File: src/logic/sector_guard_defs.vh
// Constants for the sector guard protection block
`ifndef SECTOR_GUARD_DEFS_VH
`define SECTOR_GUARD_DEFS_VH

// ********************************
// Geometry and widths
// ********************************
`define SG_SECT_W        6
`define SG_NSECT         64
`define SG_PW_W          64
`define SG_CFG_W         16
`define SG_GATE_W        8

// ********************************
// Mode-lock field in protection_mode_config
// ********************************
`define SG_MODE_HI       2
`define SG_MODE_LO       1
`define SG_MODE_NONE     2'b11
`define SG_MODE_PERS     2'b10
`define SG_MODE_PASS     2'b01
`define SG_MODE_ILLEGAL  2'b00
`define SG_CFG_RESET     16'hFFFF
`define SG_GATE_BIT      0

// ********************************
// Command codes on cmd_op_i
// ********************************
`define SG_OP_W          4
`define SG_OP_CFG_PROG   4'h1
`define SG_OP_PLB_PROG   4'h2
`define SG_OP_PLB_ERASE  4'h3
`define SG_OP_PLB_READ   4'h4
`define SG_OP_DYN_WRITE  4'h5
`define SG_OP_DYN_READ   4'h6
`define SG_OP_GATE_CLR   4'h7
`define SG_OP_GATE_READ  4'h8
`define SG_OP_PW_PROG    4'h9
`define SG_OP_PW_READ    4'hA
`define SG_OP_PW_UNLOCK  4'hB
`define SG_OP_CFG_READ   4'hC

// ********************************
// Timing
// ********************************
`define SG_CLK_MHZ       125
`define SG_PAGE_PROG_US  250
`define SG_SECT_ERASE_US 500
`define SG_UNLOCK_US     100
`define SG_UNLOCK_TOL_US 20
`define SG_TIMER_W       17
`define SG_PAGE_CYC      17'h0_7A12
`define SG_ERASE_CYC     17'h0_F424
`define SG_UNLOCK_CYC    17'h0_30D4
`define SG_VERIFY_CYC    17'h0_0004

`endif

File: src/logic/sector_protection_unit.v
// Per-sector persistent and dynamic protection with password gate
`timescale 1ns/1ns
`include "sector_guard_defs.vh"
module sector_protection_unit (
  input  wire                   clk_i,
  input  wire                   reset_i,
  input  wire                   por_i,
  input  wire                   soft_reset_i,
  input  wire                   link_clk_i,
  input  wire                   cmd_valid_i,
  input  wire [`SG_OP_W-1:0]    cmd_op_i,
  input  wire [`SG_SECT_W-1:0]  cmd_sector_i,
  input  wire [`SG_CFG_W-1:0]   cmd_data_i,
  input  wire [`SG_PW_W-1:0]    cmd_pw_i,
  input  wire                   write_latch_bit_i,
  input  wire [`SG_SECT_W-1:0]  query_sector_i,
  output reg                    cmd_done_o,
  output reg                    cmd_fail_o,
  output reg  [`SG_PW_W-1:0]    rd_data_o,
  output reg                    write_in_progress_o,
  output reg                    prog_error_o,
  output reg                    sector_protected_o,
  output reg  [`SG_CFG_W-1:0]   protection_mode_config_o,
  output reg  [`SG_GATE_W-1:0]  persistent_lock_gate_o
);

  // ********************************
  // States
  // ********************************
  localparam [3:0] ST_IDLE  = 4'b0001;
  localparam [3:0] ST_BUSY  = 4'b0010;
  localparam [3:0] ST_FAILW = 4'b0100;
  localparam [3:0] ST_DONE  = 4'b1000;

  // ********************************
  // Link clock edge detect
  // ********************************
  wire link_clk_s;
  reg  link_clk_d_r;
  wire link_rise;

  sg_sync2 u_link_sync (
    .clk_i   (clk_i),
    .reset_i (reset_i),
    .d_i     (link_clk_i),
    .q_o     (link_clk_s)
  );

  always @(posedge clk_i) begin
    if (reset_i) begin
      link_clk_d_r <= 1'b0;
    end else begin
      link_clk_d_r <= link_clk_s;
    end
  end
  assign link_rise = link_clk_s & ~link_clk_d_r;

  // ********************************
  // Host level inputs, synchronised
  // ********************************
  wire valid_s;
  wire latch_s;
  wire soft_s;

  sg_sync2 u_valid_sync (
    .clk_i   (clk_i),
    .reset_i (reset_i),
    .d_i     (cmd_valid_i),
    .q_o     (valid_s)
  );

  sg_sync2 u_latch_sync (
    .clk_i   (clk_i),
    .reset_i (reset_i),
    .d_i     (write_latch_bit_i),
    .q_o     (latch_s)
  );

  sg_sync2 u_soft_sync (
    .clk_i   (clk_i),
    .reset_i (reset_i),
    .d_i     (soft_reset_i),
    .q_o     (soft_s)
  );

  // ********************************
  // Storage
  // ********************************
  reg [`SG_CFG_W-1:0]   cfg_r;
  reg [`SG_NSECT-1:0]   plb_r;
  reg [`SG_NSECT-1:0]   dyb_r;
  reg [`SG_PW_W-1:0]    pw_r;
  reg                   gate_r;
  reg                   perr_r;
  reg [3:0]             state_r;
  reg [`SG_OP_W-1:0]    op_r;
  reg [`SG_SECT_W-1:0]  sect_r;
  reg [`SG_CFG_W-1:0]   data_r;
  reg [`SG_PW_W-1:0]    pw_in_r;
  reg                   fail_r;
  reg                   pw_match_r;

  wire [1:0] mode        = cfg_r[`SG_MODE_HI:`SG_MODE_LO];
  wire       pass_mode   = (mode == `SG_MODE_PASS);
  wire       mode_chosen = (mode != `SG_MODE_NONE);

  // ********************************
  // Busy timer
  // ********************************
  reg                   tmr_load;
  reg [`SG_TIMER_W-1:0] tmr_count;
  wire                  tmr_busy;
  wire                  tmr_done;

  sg_busy_timer u_timer (
    .clk_i   (clk_i),
    .reset_i (reset_i),
    .load_i  (tmr_load),
    .count_i (tmr_count),
    .abort_i (1'b0),
    .busy_o  (tmr_busy),
    .done_o  (tmr_done)
  );

  // ********************************
  // Command acceptance and dispatch
  // ********************************
  wire take = valid_s & link_rise & (state_r == ST_IDLE);
  wire [1:0] new_mode = cmd_data_i[`SG_MODE_HI:`SG_MODE_LO];

  always @* begin
    tmr_load  = 1'b0;
    tmr_count = `SG_VERIFY_CYC;
    if (take) begin
      case (cmd_op_i)
        `SG_OP_CFG_PROG, `SG_OP_PLB_PROG: begin
          tmr_load  = 1'b1;
          tmr_count = `SG_PAGE_CYC;
        end
        `SG_OP_PW_PROG: begin
          tmr_load  = ~pass_mode;
          tmr_count = `SG_PAGE_CYC;
        end
        `SG_OP_PLB_ERASE: begin
          tmr_load  = 1'b1;
          tmr_count = `SG_ERASE_CYC;
        end
        `SG_OP_PW_UNLOCK: begin
          tmr_load  = 1'b1;
          tmr_count = `SG_VERIFY_CYC;
        end
        default: begin
          tmr_load  = 1'b0;
        end
      endcase
    end else if (state_r == ST_BUSY && tmr_done && op_r == `SG_OP_PW_UNLOCK
                 && !pw_match_r) begin
      tmr_load  = 1'b1;
      tmr_count = `SG_UNLOCK_CYC;
    end
  end

  always @(posedge clk_i) begin
    if (reset_i) begin
      state_r    <= ST_IDLE;
      op_r       <= {`SG_OP_W{1'b0}};
      sect_r     <= {`SG_SECT_W{1'b0}};
      data_r     <= {`SG_CFG_W{1'b0}};
      pw_in_r    <= {`SG_PW_W{1'b0}};
      fail_r     <= 1'b0;
      pw_match_r <= 1'b0;
      perr_r     <= 1'b0;
      dyb_r      <= {`SG_NSECT{1'b1}};
      cmd_done_o <= 1'b0;
      cmd_fail_o <= 1'b0;
      rd_data_o  <= {`SG_PW_W{1'b0}};
    end else begin
      cmd_done_o <= 1'b0;
      if (soft_s) begin
        dyb_r <= {`SG_NSECT{1'b1}};
      end
      case (state_r)
        ST_IDLE: begin
          if (take) begin
            op_r    <= cmd_op_i;
            sect_r  <= cmd_sector_i;
            data_r  <= cmd_data_i;
            pw_in_r <= cmd_pw_i;
            fail_r  <= 1'b0;
            perr_r  <= 1'b0;
            case (cmd_op_i)
              `SG_OP_CFG_PROG: begin
                fail_r <= mode_chosen || !latch_s ||
                          (new_mode == `SG_MODE_ILLEGAL);
                state_r <= ST_BUSY;
              end
              `SG_OP_PLB_PROG, `SG_OP_PLB_ERASE: begin
                fail_r  <= !gate_r || !latch_s;
                state_r <= ST_BUSY;
              end
              `SG_OP_PW_PROG: begin
                fail_r  <= !latch_s;
                state_r <= pass_mode ? ST_IDLE : ST_BUSY;
              end
              `SG_OP_PW_UNLOCK: begin
                pw_match_r <= (cmd_pw_i == pw_r);
                state_r    <= ST_BUSY;
              end
              `SG_OP_DYN_WRITE: begin
                dyb_r[cmd_sector_i] <= cmd_data_i[0];
                state_r <= ST_DONE;
              end
              `SG_OP_PLB_READ: begin
                rd_data_o <= {{(`SG_PW_W-1){1'b0}}, plb_r[cmd_sector_i]};
                state_r   <= ST_DONE;
              end
              `SG_OP_DYN_READ: begin
                rd_data_o <= {{(`SG_PW_W-1){1'b0}}, dyb_r[cmd_sector_i]};
                state_r   <= ST_DONE;
              end
              `SG_OP_GATE_READ: begin
                rd_data_o <= {{(`SG_PW_W-1){1'b0}}, gate_r};
                state_r   <= ST_DONE;
              end
              `SG_OP_CFG_READ: begin
                rd_data_o <= {{(`SG_PW_W-`SG_CFG_W){1'b0}}, cfg_r};
                state_r   <= ST_DONE;
              end
              `SG_OP_PW_READ: begin
                if (!pass_mode) begin
                  rd_data_o <= pw_r;
                  state_r   <= ST_DONE;
                end
              end
              `SG_OP_GATE_CLR: begin
                state_r <= ST_DONE;
              end
              default: begin
                state_r <= ST_IDLE;
              end
            endcase
          end
        end
        ST_BUSY: begin
          if (tmr_done) begin
            if (op_r == `SG_OP_PW_UNLOCK && !pw_match_r) begin
              perr_r  <= 1'b1;
              fail_r  <= 1'b1;
              state_r <= ST_FAILW;
            end else begin
              perr_r  <= fail_r;
              state_r <= ST_DONE;
            end
          end
        end
        ST_FAILW: begin
          if (!tmr_busy) begin
            state_r <= ST_DONE;
          end
        end
        ST_DONE: begin
          cmd_done_o <= 1'b1;
          cmd_fail_o <= fail_r;
          state_r    <= ST_IDLE;
        end
        default: begin
          state_r <= ST_IDLE;
        end
      endcase
    end
  end

  // ********************************
  // Nonvolatile state and gate
  // ********************************
  wire finish_ok = (state_r == ST_BUSY) && tmr_done && !fail_r;

  always @(posedge clk_i) begin
    if (por_i) begin
      cfg_r <= `SG_CFG_RESET;
      plb_r <= {`SG_NSECT{1'b1}};
      pw_r  <= {`SG_PW_W{1'b1}};
    end else if (finish_ok) begin
      case (op_r)
        `SG_OP_CFG_PROG:  cfg_r  <= cfg_r & data_r;
        `SG_OP_PLB_PROG:  plb_r[sect_r] <= 1'b0;
        `SG_OP_PLB_ERASE: plb_r  <= {`SG_NSECT{1'b1}};
        `SG_OP_PW_PROG:   pw_r   <= pw_r & pw_in_r;
        default:          pw_r   <= pw_r;
      endcase
    end
  end

  always @(posedge clk_i) begin
    if (reset_i) begin
      gate_r <= ~pass_mode;
    end else if (state_r == ST_BUSY && tmr_done && op_r == `SG_OP_PW_UNLOCK
                 && pw_match_r) begin
      gate_r <= 1'b1;
    end else if (state_r == ST_IDLE && take && cmd_op_i == `SG_OP_GATE_CLR) begin
      gate_r <= 1'b0;
    end
  end

  // ********************************
  // Registered outputs
  // ********************************
  always @(posedge clk_i) begin
    if (reset_i) begin
      write_in_progress_o      <= 1'b0;
      prog_error_o             <= 1'b0;
      sector_protected_o       <= 1'b1;
      protection_mode_config_o <= `SG_CFG_RESET;
      persistent_lock_gate_o   <= {`SG_GATE_W{1'b0}};
    end else begin
      write_in_progress_o      <= (state_r == ST_BUSY) || (state_r == ST_FAILW);
      prog_error_o             <= perr_r;
      sector_protected_o       <= ~(plb_r[query_sector_i] & dyb_r[query_sector_i]);
      protection_mode_config_o <= cfg_r;
      persistent_lock_gate_o   <= {{(`SG_GATE_W-1){1'b0}}, gate_r};
    end
  end
endmodule // sector_protection_unit

File: src/logic/sg_sync2.v
// Two-stage synchroniser for one level
`timescale 1ns/1ns
module sg_sync2 (
  input  wire clk_i,
  input  wire reset_i,
  input  wire d_i,
  output reg  q_o
);
  reg meta_r;

  always @(posedge clk_i) begin
    if (reset_i) begin
      meta_r <= 1'b0;
      q_o    <= 1'b0;
    end else begin
      meta_r <= d_i;
      q_o    <= meta_r;
    end
  end
endmodule // sg_sync2

File: src/logic/sg_busy_timer.v
// Down counter that times an embedded operation
`timescale 1ns/1ns
`include "sector_guard_defs.vh"
module sg_busy_timer (
  input  wire                   clk_i,
  input  wire                   reset_i,
  input  wire                   load_i,
  input  wire [`SG_TIMER_W-1:0] count_i,
  input  wire                   abort_i,
  output wire                   busy_o,
  output wire                   done_o
);
  reg [`SG_TIMER_W-1:0] cnt_r;

  assign busy_o = (cnt_r != {`SG_TIMER_W{1'b0}});
  assign done_o = (cnt_r == {{(`SG_TIMER_W-1){1'b0}}, 1'b1});

  always @(posedge clk_i) begin
    if (reset_i || abort_i) begin
      cnt_r <= {`SG_TIMER_W{1'b0}};
    end else if (load_i) begin
      cnt_r <= count_i;
    end else if (busy_o) begin
      cnt_r <= cnt_r - {{(`SG_TIMER_W-1){1'b0}}, 1'b1};
    end
  end
endmodule // sg_busy_timer

File: config.mk
export PLATFORM = sky130hd
export DESIGN_NAME = sector_protection_unit
export DESIGN_NICKNAME = d
export VERILOG_FILES = /design/src/logic/sector_protection_unit.v /design/src/logic/sg_sync2.v /design/src/logic/sg_busy_timer.v
export VERILOG_INCLUDE_DIRS = /design/src /design/src/logic
export SDC_FILE = /design/constraint.sdc
export NUM_CORES = 1
export LEC_CHECK = 0
export BUFFER_PORTS_ARGS = -buffer_cell sky130_fd_sc_hd__buf_2
export CORE_UTILIZATION = 63
export CTS_CLUSTER_DIAMETER = 40
export CTS_CLUSTER_SIZE = 20
export DETAILED_ROUTE_END_ITERATION = 8
export PLACE_DENSITY_LB_ADDON = 0.25
export SLEW_MARGIN = 20
export SYNTH_ARGS = -nofsm -noshare
export SYNTH_HDL_FRONTEND = slang
export SYNTH_HIERARCHICAL = 1
export SYNTH_SLANG_ARGS = --single-unit
File: constraint.sdc
create_clock -name clk_i -period 9 [get_ports clk_i]
set_clock_uncertainty 0.05 [all_clocks]
set_input_delay 2.7 -clock clk_i [delete_from_list [all_inputs] [get_ports clk_i]]
set_output_delay 2.7 -clock clk_i [all_outputs]
set_load 0.01 [all_outputs]
==> results.sh <==
export IMPL_status="finished, final reports clean"
export IMPL_cp_top_family="compound AO/OA/AOI/OAI gates"
export IMPL_gp_congestion=0.983
export IMPL_fmax_ghz=0.207
export IMPL_clkLatencyLatePin_ns=0.57
export IMPL_syn_to_final_growth_pct=13.8
export IMPL_path_cells="buf_2 > nor2_1 > a222oi_1 > nor3_1 > a31oi_1 > nand3_1 > a221oi_1 > a311oi_1"
export IMPL_grt_pass1_vias=15900
export IMPL_start_kind="input pin"
export IMPL_path_clk_slew_ns=0.06
export IMPL_cts_root_buf="clkbuf_16"
export IMPL_slowest_delay_ns=0.70
export IMPL_async_reset_ff_frac=0
export IMPL_ir_drop_v=0.000188
export IMPL_fin_crit_ns=4.82
export IMPL_cap_violations=0
export IMPL_firstDrtPassIters=5
export IMPL_wl_per_cell_um=20.6
export IMPL_min_path_type="flop to flop"
export IMPL_required_ns=9.35
export IMPL_io_buffers=188
export IMPL_slowest_stage="buf_2"
export IMPL_pwr_density_cell_mw_per_mm2=213
export IMPL_die_area_mm2=0.0300
export IMPL_wirelength_um=55500
export IMPL_tightest_slew_ns=1.08
export IMPL_syn_area_mm2=0.0184
export IMPL_fin_tns_setup_ns=0
export IMPL_numClockSinks=418
export IMPL_placement_rows=62
export IMPL_drcViolationCount=0
export IMPL_cts_hold_buf=0
export IMPL_final_hold_viol_count=0
export IMPL_path_max_fanout=44
export IMPL_yosysWarningCount=6
export IMPL_initialDrtViolationCount=2399
export IMPL_multiInputGateArea_mm2=0.00934
export IMPL_worst_ep_arrival_time_ns=5.18
export IMPL_cp_num_buf_inv=1
export IMPL_ys_seq_area_frac=0.454
export IMPL_slew_violations=0
export IMPL_grt_first_pass_wirelength_um=86900
export IMPL_leakage_nw=7.99
export IMPL_r2r_slack_ns=5.43
export IMPL_boundaryPins=196
export IMPL_vias_per_cell=6.28
export IMPL_postSynthCellCount=2183
export IMPL_synth_area_leaders="dfxtp_1 45%, nand2_1 7.5%, o21ai_0 5.2%"
export IMPL_cp_end_kind="flop"
export IMPL_regArea_mm2=0.00838
export IMPL_yosysTopAreaCellShare=0.453
export IMPL_fin_crit_sh=0.536
export IMPL_dr_total_vias=16900
export IMPL_cts_buffers=47
export IMPL_synth_top_area_cell="dfxtp_1"
export IMPL_cts_setup_buffers=0
export IMPL_synth_edf_count=1
export IMPL_avgSynthCellArea_um2=8.45
export IMPL_synth_seq_cells=418
export IMPL_nets=2373
export IMPL_dp_slack_ns=3.72
export IMPL_grt_max_degree=106
export IMPL_start_util=0.641
export IMPL_core_area_mm2=0.0288
export IMPL_setup_viol=0
export IMPL_dp_hpwl_um=36200
export IMPL_synth_distinct_cells=79
export IMPL_nFillCells=2250
export IMPL_cts_htree_levels=2
export IMPL_critPathKind="input pin to flop"
export IMPL_cts_resized=0
export IMPL_drive_gt1_frac=0.162
export IMPL_yosys_most_used_dff="dfxtp_1"
export IMPL_cts_tree="done"
export IMPL_track_usage=0.361
export IMPL_dieWidth_um=173
export IMPL_clockBufferDepth=3
export IMPL_rsz0062_at_grt="false"
export IMPL_fp_dieH_um=173
export IMPL_postRouteAntennaNets=0
export IMPL_grt_overflow=0
export IMPL_slew_headroom=0.278
export IMPL_antenna_found_initial=11
export IMPL_fin_ws_ns=4.18
export IMPL_holdWs_ns=0.385
==> Yosys cell counts, drive strengths merged (3+ instances only) <==
cell type,n
a21o,7
buf,38
nor3b,5
or2,21
a221oi,10
or3,5
a31oi,8
nand3b,9
o31ai,5
a211o,4
or3b,3
nand3,103
a21oi,175
inv,12
mux4,12
o21bai,64
nand2b,90
a22oi,24
and2,6
nor2b,26
nor3,75
dfxtp,417
nor2,75
mux2,16
nor4b,5
o211ai,11
and4,3
a32oi,3
nand2,368
a211oi,68
and3b,3
and3,4
o21ai,193
mux2i,22
xnor2,69
clkbuf,139
or4,5
xor2,5
nand4,22
nor4,14
o22ai,10
==> per-stage QoR <==
step	instance area, µm²	util	std cells	power, mW
after floorplan	18500	-	2195	2.37
after global placement	19300	0.670	2603	2.47
after detailed placement	19300	0.670	2603	2.48
after CTS	21000	0.728	2690	4.48
after global routing	21000	0.729	2698	4.62
final	21000	0.729	2698	4.48
==> cells in the final DEF, fill, tap and decap left out, drive strengths merged, types with 6 or more instances in the layout <==
| cell | netlist | layout |
|---|---|---|
| dfxtp | 417 | 417 |
| nand2 | 368 | 368 |
| buf | 38 | 201 |
| o21ai | 193 | 193 |
| a21oi | 175 | 175 |
| nand3 | 103 | 103 |
| nand2b | 90 | 90 |
| nor3 | 75 | 75 |
| nor2 | 75 | 75 |
| xnor2 | 69 | 69 |
| a211oi | 68 | 68 |
| o21bai | 64 | 64 |
| clkbuf | 139 | 55 |
| inv | 12 | 28 |
| nor2b | 26 | 26 |
| a22oi | 24 | 24 |
| mux2i | 22 | 22 |
| nand4 | 22 | 22 |
| or2 | 21 | 21 |
| mux2 | 16 | 16 |
| nor4 | 14 | 14 |
| conb | 1 | 13 |
| mux4 | 12 | 12 |
| o211ai | 11 | 11 |
| a221oi | 10 | 10 |
| o22ai | 10 | 10 |
| nand3b | 9 | 9 |
| clkinv | 0 | 9 |
| diode | 0 | 8 |
| a31oi | 8 | 8 |
| a21o | 7 | 7 |
| and2 | 6 | 6 |
==> cells by family after synthesis <==
group                    count (synthesis)  synth area share
XOR/XNOR                                74            0.0352
multiplexers                            50            0.0364
AND/OR/NAND/NOR                        845             0.230
other                                    1          0.000203
AO/OA/AOI/OAI                          604             0.200
flip-flops                             418             0.454
adder cells (fa/ha/maj)                  2           0.00136
buffers and inverters                  189            0.0430
==> registers in the layout, summed over array words and instances, names as in the netlist, 4 cells and up <==
register / flops
dyb_r: 64
plb_r: 64
pw_in_r: 64
pw_r: 64
rd_data_o: 64
u_timer/cnt_r: 17
cfg_r: 16
data_r: 16
protection_mode_config_o: 16
sect_r: 6
op_r: 4
state_r: 4
==> per-layer routing <==
layer	part of all wire	up-vias	global-route usage
li1	-	7817	-
met1	0.43	8077	0.508
met2	0.45	883	0.552
met3	0.092	150	0.0605
met4	0.036	6	0.151
met5	0.00050	-	0
==> layout make-up <==
cell class | instances | share of cell area
Tap cell | 384 | 0.0229
Inverter | 12 | 0.00215
Timing Repair Buffer | 201 | 0.0498
Sequential cell | 418 | 0.399
Multi-Input combinational cell | 1588 | 0.445
Clock inverter | 32 | 0.0185
Clock buffer | 55 | 0.0609
Antenna cell | 8 | 0.000954
==> worst paths after layout <==
check	endpoint	start	cells past startpoint
worst max register to register	u_timer/cnt_r[5]	state_r[0]	7
worst max-delay path	rd_data_o[0]	cmd_sector_i[1]	8
worst min register to register	u_valid_sync/q_o	u_valid_sync/meta_r	1
worst min-delay path	u_valid_sync/q_o	u_valid_sync/meta_r	1
==> power by group <==
part	leakage, nW	switching, mW	internal, mW
Sequential	3.38	0.0451	1.88
Combinational	3.79	0.306	0.220
Clock	0.817	0.853	1.17
Power figures use the tool's default switching activity.
